$ cat config.mk
export PLATFORM = sky130hd
export DESIGN_NAME = edo_fpm_dram_cycle_timing
export DESIGN_NICKNAME = d
export VERILOG_FILES = /design/src/verilog/dram_timing_pkg.sv /design/src/verilog/edo_fpm_dram_cycle_timing.sv /design/src/verilog/post_buffer.sv
export VERILOG_INCLUDE_DIRS = /design/src /design/src/verilog
export SDC_FILE = /design/constraint.sdc
export NUM_CORES = 1
export LEC_CHECK = 0
export ABC_AREA = 1
export BUFFER_PORTS_ARGS = -buffer_cell sky130_fd_sc_hd__buf_2
export CAP_MARGIN = 0
export CORE_ASPECT_RATIO = 0.9
export CORE_MARGIN = 3
export CORE_UTILIZATION = 30
export DETAILED_ROUTE_END_ITERATION = 16
export MAX_ROUTING_LAYER = met4
export SYNTH_ARGS = -nofsm -noshare
export SYNTH_HDL_FRONTEND = slang
export SYNTH_SLANG_ARGS = --single-unit
$ cat constraint.sdc
create_clock -name pclk -period 8.8 [get_ports pclk]
set_clock_uncertainty 0.15 [all_clocks]
set_input_delay 1.76 -clock pclk [delete_from_list [all_inputs] [get_ports pclk]]
set_output_delay 1.76 -clock pclk [all_outputs]
set_load 0.1 [all_outputs]
$ cat src/verilog/dram_timing_cfg.svh
`ifndef DRAM_TIMING_CFG_SVH
`define DRAM_TIMING_CFG_SVH
`define REG_CFG_IDX 10'h050
`define REG_STAT_IDX 10'h051
`define REG_OPT_IDX 10'h056
`define REG_CNT_IDX 10'h058
`define OPT_RST 8'h00
`define CNT_RST 8'h51
`define CFG_RST 8'h01
`define EDO_BIT 0
`define SLD_BIT 4
`define FAST_EDO_LEADOFF_BIT 5
`define READ_BURST_TIMING_FIELD_LSB 5
`define WRITE_BURST_TIMING_FIELD_LSB 3
`define DLT_LSB 0
`define PIN_RST 5'h10
`define PIN_STB 4
`define PIN_WR 3
`define PIN_OPEN 2
`define PIN_KIND_LSB 0
`define RD_HIT_LEAD 5'h06
`define WR_HIT_LEAD 5'h03
`define MISS_STEP 5'h03
`define DLT_REF 5'h01
`define OPEN_ROW_ADD 5'h02
`define MIN_LEAD 5'h02
`define POST_LEAD 4'h3
`define POST_BEAT 4'h1
`define RD_BEAT_EDO 4'h4
`define RD_BEAT_FPM 4'h5
`define WR_BEAT_REF 4'h4
`endif

$ cat src/verilog/dram_timing_pkg.sv
package dram_timing_pkg;
  typedef enum logic [1:0] {
    KIND_HIT = 2'h0,
    KIND_ROW_MISS = 2'h1,
    KIND_PAGE_MISS = 2'h2
  } access_kind_t;
  typedef enum logic {HOST_IDLE = 1'h0, HOST_XFER = 1'h1} host_state_t;
  typedef enum logic {RET_IDLE = 1'h0, RET_RUN = 1'h1} retire_state_t;
endpackage

$ cat src/verilog/edo_fpm_dram_cycle_timing.sv
// Local design decision: register access over APB.
`timescale 1ns/1ps
`default_nettype none
`include "dram_timing_cfg.svh"
// Overview of operation
// - Read latency counts from detected address strobe to returned burst ready.
// - Host writes post at 3-1-1-1 whenever a buffer entry is free.
// - Retire leadoff counts from first burst ready to column strobe.
// - Fast EDO and speculative disable each remove one clock from read leadoff, except on pipelined page hits.
// - Leadoff base field shifts miss leadoffs only, never page hits.
// - Row miss with page still open adds two clocks to leadoff.
// - EDO four rows reads: 5-2-2-2, 8-2-2-2, 11-2-2-2; slower beat otherwise.
// - EDO back-to-back page hit reads run 5-2-2-2-3-2-2-2.
// - Fast page mode page miss reads run 12-3-3-3 or 12-4-4-4.
// - Fast page mode back-to-back page hit reads run 6-3-3-3-3-3-3-3.
// - Buffered writes retire at -2-2-2, or -3-3-3 with more rows.
// - Empty buffer retire leadoff is 3, 6 or 9 clocks.
// - Fast EDO leadoff pulls in one clock on all EDO read kinds except pipelined page hits, where it adds one.
module edo_fpm_dram_cycle_timing
  import dram_timing_pkg::*;
#(
  parameter int ADDR_W = 12,
  parameter logic [2:0] BURST_BEATS = 3'h4
) (
  input wire logic pclk,
  input wire logic presetn,
  input wire logic psel,
  input wire logic penable,
  input wire logic pwrite,
  input wire logic [ADDR_W-1:0] paddr,
  input wire logic [31:0] pwdata,
  input wire logic [3:0] pstrb,
  output logic [31:0] prdata,
  output logic pready,
  output logic pslverr,
  input wire logic address_strobe_n,
  input wire logic host_write,
  input wire logic [1:0] access_kind,
  input wire logic prev_page_open,
  output logic burst_ready_n,
  output logic column_strobe_n
);
  logic [7:0] dram_timing_options;
  logic [7:0] dram_timing_counts;
  logic [7:0] memory_type_config;
  logic edo, speculative_leadoff_disable, fast_edo_leadoff, fast_edo_leadoff_eff;
  logic [1:0] read_burst_timing_field, write_burst_timing_field, leadoff_base_field;
  logic [3:0] rd_beat, wr_beat;
  logic [4:0] pin_s1, pin_s2, pin_s3;
  logic strobe_lvl, strobe_fall;
  logic pend, pend_write, pend_open;
  logic [1:0] pend_kind;
  host_state_t hstate;
  retire_state_t rstate;
  logic host_start, start_write, start_open, start_pipe;
  logic [1:0] start_kind;
  logic [3:0] start_lead, hcnt, cur_beat, last_lead, rcnt, ret_lead;
  logic [2:0] hleft, rleft;
  logic first, cur_write, cur_open, hold_write;
  logic [1:0] cur_kind;
  logic push_valid, push_ready, buf_valid, buf_open, ret_pop;
  logic [1:0] buf_kind, buf_level;
  logic sel_opt, sel_cnt, sel_cfg, sel_stat, addr_hit, wr_en;
  logic [7:0] rd_mux;

  function automatic logic [3:0] beat_f(input logic [3:0] ref_v, input logic [1:0] f);
    logic [3:0] v;
    v = ref_v - {2'h0, f};
    if (v == 4'h0) v = 4'h1;
    return v;
  endfunction

  function automatic logic [3:0] lead_f(input logic [1:0] kind, input logic open_row,
      input logic wr, input logic pipe, input logic fe, input logic sl,
      input logic [1:0] dl, input logic [3:0] beat);
    logic [4:0] v;
    v = wr ? `WR_HIT_LEAD : `RD_HIT_LEAD;
    if (kind != KIND_HIT) begin
      v = v + ((kind == KIND_ROW_MISS) ? `MISS_STEP : (`MISS_STEP + `MISS_STEP));
      v = v + `DLT_REF - {3'h0, dl};
      if (kind == KIND_ROW_MISS && open_row) v = v + `OPEN_ROW_ADD;
    end
    if (!wr) begin
      if (fe) v = v - 5'h01;
      if (sl) v = v - 5'h01;
      // One idle cycle splits bursts, so the beat gap is one more than this
      if (pipe && kind == KIND_HIT) v = {1'h0, beat} + {4'h0, fe} - 5'h01;
    end
    if (v < `MIN_LEAD) v = `MIN_LEAD;
    return v[3:0];
  endfunction

  assign edo = memory_type_config[`EDO_BIT];
  assign speculative_leadoff_disable = dram_timing_options[`SLD_BIT];
  assign fast_edo_leadoff = dram_timing_options[`FAST_EDO_LEADOFF_BIT];
  // Trim is ignored on fast page mode parts even if software sets it
  assign fast_edo_leadoff_eff = fast_edo_leadoff && edo;
  assign read_burst_timing_field = dram_timing_counts[`READ_BURST_TIMING_FIELD_LSB +: 2];
  assign write_burst_timing_field = dram_timing_counts[`WRITE_BURST_TIMING_FIELD_LSB +: 2];
  assign leadoff_base_field = dram_timing_counts[`DLT_LSB +: 2];
  assign rd_beat = beat_f(edo ? `RD_BEAT_EDO : `RD_BEAT_FPM, read_burst_timing_field);
  assign wr_beat = beat_f(`WR_BEAT_REF, write_burst_timing_field);

  always_ff @(posedge pclk or negedge presetn) begin
    if (!presetn) begin
      pin_s1 <= `PIN_RST;
      pin_s2 <= `PIN_RST;
      pin_s3 <= `PIN_RST;
      strobe_lvl <= 1'b1;
    end else begin
      pin_s1 <= {address_strobe_n, host_write, prev_page_open, access_kind};
      pin_s2 <= pin_s1;
      pin_s3 <= pin_s2;
      if (pin_s2[`PIN_STB] == pin_s3[`PIN_STB]) strobe_lvl <= pin_s3[`PIN_STB];
    end
  end

  // Latency is counted from the cycle the strobe edge is confirmed
  assign strobe_fall = strobe_lvl && (pin_s2[`PIN_STB] == pin_s3[`PIN_STB]) &&
    !pin_s3[`PIN_STB];

  // A strobe seen during a burst is held so pipelined cycles are not lost
  always_ff @(posedge pclk or negedge presetn) begin
    if (!presetn) begin
      pend <= 1'b0;
      pend_write <= 1'b0;
      pend_open <= 1'b0;
      pend_kind <= KIND_HIT;
    end else if (strobe_fall && (hstate != HOST_IDLE || pend)) begin
      pend <= 1'b1;
      pend_write <= pin_s3[`PIN_WR];
      pend_open <= pin_s3[`PIN_OPEN];
      pend_kind <= pin_s3[`PIN_KIND_LSB +: 2];
    end else if (host_start) begin
      pend <= 1'b0;
    end
  end

  assign host_start = (hstate == HOST_IDLE) && (pend || strobe_fall);
  assign start_write = pend ? pend_write : pin_s3[`PIN_WR];
  assign start_open = pend ? pend_open : pin_s3[`PIN_OPEN];
  assign start_kind = pend ? pend_kind : pin_s3[`PIN_KIND_LSB +: 2];
  assign start_pipe = pend && !cur_write && !start_write;
  assign start_lead = start_write ? `POST_LEAD :
    lead_f(start_kind, start_open, 1'b0, start_pipe, fast_edo_leadoff_eff, speculative_leadoff_disable, leadoff_base_field, rd_beat);
  assign cur_beat = cur_write ? `POST_BEAT : rd_beat;
  assign hold_write = first && cur_write && !push_ready;
  assign push_valid = (hstate == HOST_XFER) && (hleft != 3'h0) && (hcnt == 4'h1) &&
    first && cur_write;

  always_ff @(posedge pclk or negedge presetn) begin
    if (!presetn) begin
      hstate <= HOST_IDLE;
      hcnt <= 4'h0;
      hleft <= 3'h0;
      first <= 1'b0;
      cur_write <= 1'b1;
      cur_open <= 1'b0;
      cur_kind <= KIND_HIT;
      last_lead <= 4'h0;
      burst_ready_n <= 1'b1;
    end else begin
      unique case (hstate)
        HOST_IDLE: begin
          burst_ready_n <= 1'b1;
          if (host_start) begin
            hstate <= HOST_XFER;
            hcnt <= start_lead - 4'h1;
            hleft <= BURST_BEATS;
            first <= 1'b1;
            cur_write <= start_write;
            cur_open <= start_open;
            cur_kind <= start_kind;
            if (!start_write) last_lead <= start_lead;
          end
        end
        HOST_XFER: begin
          if (hleft == 3'h0) begin
            burst_ready_n <= 1'b1;
            hstate <= HOST_IDLE;
          end else if (hcnt == 4'h1 && !hold_write) begin
            burst_ready_n <= 1'b0;
            hcnt <= cur_beat;
            hleft <= hleft - 3'h1;
            first <= 1'b0;
          end else begin
            burst_ready_n <= 1'b1;
            if (hcnt != 4'h1) hcnt <= hcnt - 4'h1;
          end
        end
      endcase
    end
  end

  post_buffer #(.WIDTH(3), .DEPTH(2)) write_buf (
    .pclk(pclk),
    .presetn(presetn),
    .in_valid(push_valid),
    .in_ready(push_ready),
    .in_data({cur_open, cur_kind}),
    .out_valid(buf_valid),
    .out_ready(rstate == RET_IDLE),
    .out_data({buf_open, buf_kind}),
    .level(buf_level)
  );

  assign ret_pop = (rstate == RET_IDLE) && buf_valid;
  assign ret_lead = lead_f(buf_kind, buf_open, 1'b1, 1'b0, 1'b0, 1'b0, leadoff_base_field, wr_beat);

  always_ff @(posedge pclk or negedge presetn) begin
    if (!presetn) begin
      rstate <= RET_IDLE;
      rcnt <= 4'h0;
      rleft <= 3'h0;
      column_strobe_n <= 1'b1;
    end else begin
      unique case (rstate)
        RET_IDLE: begin
          column_strobe_n <= 1'b1;
          if (ret_pop) begin
            rstate <= RET_RUN;
            rcnt <= ret_lead - 4'h1;
            rleft <= BURST_BEATS;
          end
        end
        RET_RUN: begin
          if (rleft == 3'h0) begin
            column_strobe_n <= 1'b1;
            rstate <= RET_IDLE;
          end else if (rcnt == 4'h1) begin
            column_strobe_n <= 1'b0;
            rcnt <= wr_beat;
            rleft <= rleft - 3'h1;
          end else begin
            column_strobe_n <= 1'b1;
            rcnt <= rcnt - 4'h1;
          end
        end
      endcase
    end
  end

  assign sel_opt = (paddr[ADDR_W-1:2] == (ADDR_W-2)'(`REG_OPT_IDX));
  assign sel_cnt = (paddr[ADDR_W-1:2] == (ADDR_W-2)'(`REG_CNT_IDX));
  assign sel_cfg = (paddr[ADDR_W-1:2] == (ADDR_W-2)'(`REG_CFG_IDX));
  assign sel_stat = (paddr[ADDR_W-1:2] == (ADDR_W-2)'(`REG_STAT_IDX));
  assign addr_hit = (paddr[1:0] == 2'h0) && (sel_opt || sel_cnt || sel_cfg || sel_stat);
  assign wr_en = psel && penable && pready && pwrite && !pslverr && pstrb[0];

  always_comb begin
    rd_mux = 8'h00;
    if (sel_opt) rd_mux = dram_timing_options;
    if (sel_cnt) rd_mux = dram_timing_counts;
    if (sel_cfg) rd_mux = memory_type_config;
    if (sel_stat) rd_mux = {last_lead, rstate == RET_RUN, hstate == HOST_XFER, buf_level};
  end

  // Zero wait state: read data and error are settled during the setup cycle
  always_ff @(posedge pclk or negedge presetn) begin
    if (!presetn) begin
      prdata <= 32'h0000_0000;
      pready <= 1'b0;
      pslverr <= 1'b0;
    end else begin
      pready <= 1'b1;
      if (psel && !penable) begin
        prdata <= {24'h00_0000, rd_mux};
        pslverr <= !addr_hit;
      end
    end
  end

  always_ff @(posedge pclk or negedge presetn) begin
    if (!presetn) begin
      dram_timing_options <= `OPT_RST;
      dram_timing_counts <= `CNT_RST;
      memory_type_config <= `CFG_RST;
    end else if (wr_en) begin
      if (sel_opt) dram_timing_options <= pwdata[7:0];
      if (sel_cnt) dram_timing_counts <= pwdata[7:0];
      if (sel_cfg) memory_type_config <= pwdata[7:0];
    end
  end

  a_idle_quiet: assert property (@(posedge pclk) disable iff (!presetn)
    hstate == HOST_IDLE |-> burst_ready_n)
    else $error("burst ready active while host side idle");
  a_post_cadence: assert property (@(posedge pclk) disable iff (!presetn)
    host_start && start_write && buf_level == 2'h0 |->
    burst_ready_n [*3] ##1 !burst_ready_n [*4])
    else $error("posted write not 3-1-1-1");
  a_full_hold: assert property (@(posedge pclk) disable iff (!presetn)
    push_valid && !push_ready |=> burst_ready_n)
    else $error("write accepted with full buffer");
  a_edo_hit: assert property (@(posedge pclk) disable iff (!presetn)
    host_start && !start_write && !start_pipe && start_kind == KIND_HIT && edo && fast_edo_leadoff &&
    !speculative_leadoff_disable |-> start_lead == 4'h5)
    else $error("EDO page hit leadoff not 5");
  a_fpm_miss: assert property (@(posedge pclk) disable iff (!presetn)
    host_start && !start_write && start_kind == KIND_PAGE_MISS && !edo && !speculative_leadoff_disable &&
    leadoff_base_field == 2'h1 |-> start_lead == 4'hC)
    else $error("FPM page miss leadoff not 12");
  a_open_row: assert property (@(posedge pclk) disable iff (!presetn)
    host_start && !start_write && start_kind == KIND_ROW_MISS && start_open && fast_edo_leadoff_eff &&
    !speculative_leadoff_disable && leadoff_base_field == 2'h1 |-> start_lead == 4'hA)
    else $error("open row miss not two clocks longer");
  a_fast_edo_leadoff_trim: assert property (@(posedge pclk) disable iff (!presetn)
    host_start && !start_write && start_kind == KIND_PAGE_MISS && fast_edo_leadoff_eff && !speculative_leadoff_disable &&
    leadoff_base_field == 2'h1 |-> start_lead == 4'hB)
    else $error("fast EDO trim not one clock");
  a_read_beat: assert property (@(posedge pclk) disable iff (!presetn)
    hstate == HOST_XFER && !cur_write && !burst_ready_n && hleft != 3'h0 && edo &&
    read_burst_timing_field == 2'h2 |=> burst_ready_n ##1 !burst_ready_n)
    else $error("EDO read beat not 2 clocks");
  a_pipe_hit: assert property (@(posedge pclk) disable iff (!presetn)
    host_start && start_pipe && start_kind == KIND_HIT && read_burst_timing_field == 2'h2 &&
    (fast_edo_leadoff_eff || !edo) |-> start_lead == 4'h2)
    else $error("pipelined page hit leadoff not 2");
  a_retire_lead: assert property (@(posedge pclk) disable iff (!presetn)
    ret_pop && buf_kind == KIND_HIT |-> column_strobe_n [*3] ##1 !column_strobe_n)
    else $error("retire page hit leadoff not 3");
  a_retire_beat: assert property (@(posedge pclk) disable iff (!presetn)
    rstate == RET_RUN && !column_strobe_n && rleft != 3'h0 && write_burst_timing_field == 2'h2 |=>
    column_strobe_n ##1 !column_strobe_n)
    else $error("retire beat not 2 clocks");
endmodule
`default_nettype wire

$ cat src/verilog/post_buffer.sv
`timescale 1ns/1ps
`default_nettype none
module post_buffer #(
  parameter int WIDTH = 3,
  parameter int DEPTH = 2
) (
  input wire logic pclk,
  input wire logic presetn,
  input wire logic in_valid,
  output logic in_ready,
  input wire logic [WIDTH-1:0] in_data,
  output logic out_valid,
  input wire logic out_ready,
  output logic [WIDTH-1:0] out_data,
  output logic [$clog2(DEPTH+1)-1:0] level
);
  localparam int PW = (DEPTH > 1) ? $clog2(DEPTH) : 1;
  logic [WIDTH-1:0] mem [DEPTH];
  logic [PW-1:0] wr_ptr;
  logic [PW-1:0] rd_ptr;
  logic push;
  logic pop;

  assign in_ready = (level != ($clog2(DEPTH+1))'(DEPTH));
  assign out_valid = (level != '0);
  assign out_data = mem[rd_ptr];
  assign push = in_valid && in_ready;
  assign pop = out_valid && out_ready;

  always_ff @(posedge pclk) begin
    if (push) begin
      mem[wr_ptr] <= in_data;
    end
  end

  always_ff @(posedge pclk or negedge presetn) begin
    if (!presetn) begin
      wr_ptr <= '0;
      rd_ptr <= '0;
      level <= '0;
    end else begin
      if (push) begin
        wr_ptr <= (wr_ptr == PW'(DEPTH - 1)) ? '0 : wr_ptr + PW'(1);
      end
      if (pop) begin
        rd_ptr <= (rd_ptr == PW'(DEPTH - 1)) ? '0 : rd_ptr + PW'(1);
      end
      if (push && !pop) begin
        level <= level + 1'b1;
      end else if (pop && !push) begin
        level <= level - 1'b1;
      end
    end
  end
endmodule
`default_nettype wire

==> metrics.csv <==
metric,value,unit
via count,3977,
Crit Reg-Reg Startpoint,pend,
Initial Utilization,0.312,
Final ANT Viol Nets,0,
Post-CTS Resized,0,
root buffer cell,clkbuf_16,
Clock Sinks,92,
TritonRoute pass-1 iters,4,
Die Y,130,um
Max-Slew Margin vs Limit,0.388,
DRT Wirelength,10.5,mm
Period minus WS final,4.17,ns
Syn Inst Count,621,
die area,0.0187,mm2
CP most frequent cell,nand2_1,
pin count of the biggest net entering global routing,66,
share of post-route cells with drive strength above 1,0.153,
Die X,144,um
I/O pins,94,
post-layout util,0.352,
kind of critical path,flop to flop,
CTS tree,built,
clock latency on the worst-skew pair,0.35,ns
Synth Area in XOR/XNOR,0.0188,
R2R cell count,28,
crit end category,flop,
Worst Max-Slew Pin Slew,0.914,ns
placed instance count,863,
post-route cell area,0.00578,mm2
RR Endpoint,hcnt[1],
H-tree depth,3,
Place WS,4.66,ns
Adder-Cell Fraction of Synth Area,0.0650,
GPL Wtd Cong,0.800,
"Reg clk slew, reported paths",0.06,ns
synth warn,0,
outcome,"complete, no violations",
syn_area_per_cell,8.24,um2
slowest CP cell,dfrtp_1,
ant diodes,0,
Hold Path Class,flop to flop,
Max rail drop VDD,0.0950,mV
Hold Buf Count CTS,0,
first-pass GRT wire length,17.7,mm
RSZ-0062 raised after global routing,false,
Max clock buf depth,2,
Inserted Clock Buffers,9,
# rows,44,
Cell variety after synth,40,
final hold violations,0,
final worst-path cycle share,0.474,
Buffers on Ports,42,
initial antenna violation count,0,
Synth Area in Compound Gates,0.121,
worst setup margin,4.63,ns
fmax,240,MHz
total grt overflow,0,
CP startpoint,pend,
worst-path fanout max,9,
vias per inst,4.52,
Syn-to-layout area delta,12.9,%
max incr delay on CP,0.49,ns
largest family of logic cells by synthesized area,simple AND/OR/NAND/NOR gates,
Core Region,0.0164,mm2
wire length per cell,12.0,um
CP endpoint,hcnt[1],
Fill cells,1689,
Post-Synth Simple-Gate Area,0.224,
flop-to-flop setup slack,4.63,ns
DRC,0,
final total power,1.43,mW
placed cell area,0.00548,mm2
Worst EP arrival,4.28,ns
pins over their slew limit,0,
required time of the critical path,8.91,ns
Final setup violation count,0,
sequential area share after synthesis,0.458,
leakage,2.80,nW
Setup TNS,0,ns
Min Hold Slack,0.196,ns
Post-Layout Cell Count,879,
vias in the first global route,3735,
post-synthesis register bit count,92,
final net count,751,
maxcap violations,0,
post-synthesis mux area share,0,
Mapped Area,0.00512,mm2
Critical Path Start Type,flop,
Detail Placement HPWL,7.88,mm
GRT Util Overall,0.122,
pwr dens,247,mW/mm2
Setup Buffers After CTS,0,
DR iter-0 viols,212,
flip-flops by register name (all words and copies together) (netlist names), 4 cells and up:
| register | flops |
|---|---|
| memory_type_config | 8 |
| pin_s2 | 5 |
| dram_timing_counts | 8 |
| rcnt | 4 |
| pin_s1 | 5 |
| write_buf.mem | 6 |
| last_lead | 4 |
| hcnt | 4 |
| dram_timing_options | 8 |
| prdata | 8 |
| pin_s3 | 5 |
worst min-delay path by stage:
stage	startpoint	end	slack, ns	depth (start not counted)
final	pin_s1[3]	pin_s2[3]	0.20	0
after global placement	pin_s1[3]	pin_s2[3]	0.18	0
after floorplan	pin_s1[0]	pin_s2[0]	0.18	0
after global routing	pin_s2[1]	pin_s3[1]	0.20	0
after CTS	pin_s2[1]	pin_s3[1]	0.20	0
after detailed placement	pin_s1[3]	pin_s2[3]	0.19	0
cells in the mapped netlist (all sizes together):
library cell    n  share of area
a21o            1         0.0015
a21oi          27          0.030
a22oi           2         0.0029
a31oi           6         0.0073
and3            1         0.0012
buf            24          0.035
clkbuf          7         0.0051
clkinv          1        0.00073
conb            2         0.0015
dfrtp          75           0.37
dfstp          11          0.056
edfxtp          6          0.035
fa              1         0.0039
ha             25          0.061
inv            96          0.071
nand2         148           0.12
nand3          38          0.042
nand4          10          0.012
nor2           44          0.035
nor3            5         0.0049
nor4            4         0.0049
o2111ai         1         0.0017
o211ai          3         0.0044
o21a            1         0.0015
o21ai          57          0.056
o221ai          6          0.010
o22ai           2         0.0024
o31ai           2         0.0029
or2             4         0.0049
xnor2           6          0.010
xor2            5         0.0086
worst max-delay path: cells and delay by family (launching register included):
kind                     cells  cell delay, ns
AND/OR/NAND/NOR             15            1.55
AO/OA/AOI/OAI                3            0.31
buffers and inverters        5            0.39
flip-flops                   1            0.49
adder cells (fa/ha/maj)      5            1.19
cells in the final DEF, fill, tap and decap left out, types with 3 or more instances in the layout:
cell type,Yosys,layout
conb_1,2,25
o21ai_0,55,55
nor4_1,4,4
nand2_2,15,15
clkbuf_16,0,9
or2_2,4,4
nand3_1,33,33
xor2_1,5,5
a21oi_1,24,24
edfxtp_1,6,6
xnor2_1,6,6
inv_1,95,95
nor2_1,41,41
dfstp_2,11,11
ha_1,25,25
nand4_1,10,10
nand2_1,131,131
o221ai_1,6,6
o211ai_1,3,3
buf_2,0,41
a31oi_1,6,6
dfrtp_1,75,75
nand3_2,5,5
nor3_1,5,5
power breakdown:
| group | switching, mW | internal [mW] |
|---|---|---|
| combinational | 0.306 | 0.151 |
| clock | 0.164 | 0.227 |
| sequential | 0.0624 | 0.514 |
| total | 0.533 | 0.893 |
routing by layer:
metal | GRT usage | vias to the layer above | routed length, um
met3 | 0.0319 | 9 | 383
met5 | - | - | 0
met2 | 0.183 | 61 | 4810
li1 | - | 2054 | -
met1 | 0.163 | 1853 | 5220
met4 | 0.0365 | 0 | 120
cell type report:
class / instances / area, um2 / area share
inverters: 97 / 367 / 0.0634
well taps: 207 / 259 / 0.0448
clock buffers: 10 / 239 / 0.0413
repair buffers: 43 / 220 / 0.0381
clock inverters: 6 / 63.8 / 0.0110
flip-flops and latches: 92 / 2350 / 0.406
multi-input cells: 424 / 2290 / 0.395
cells by family (layout without fill, tap and decap cells):
family / Yosys count / count (layout)
flops: 92 / 92
other cells: 2 / 25
buf+inv: 128 / 156
compound gates: 108 / 108
fa+ha+maj: 26 / 26
xor+xnor: 11 / 11
simple gates: 254 / 254
No activity file was read; power rests on OpenSTA's default activity.
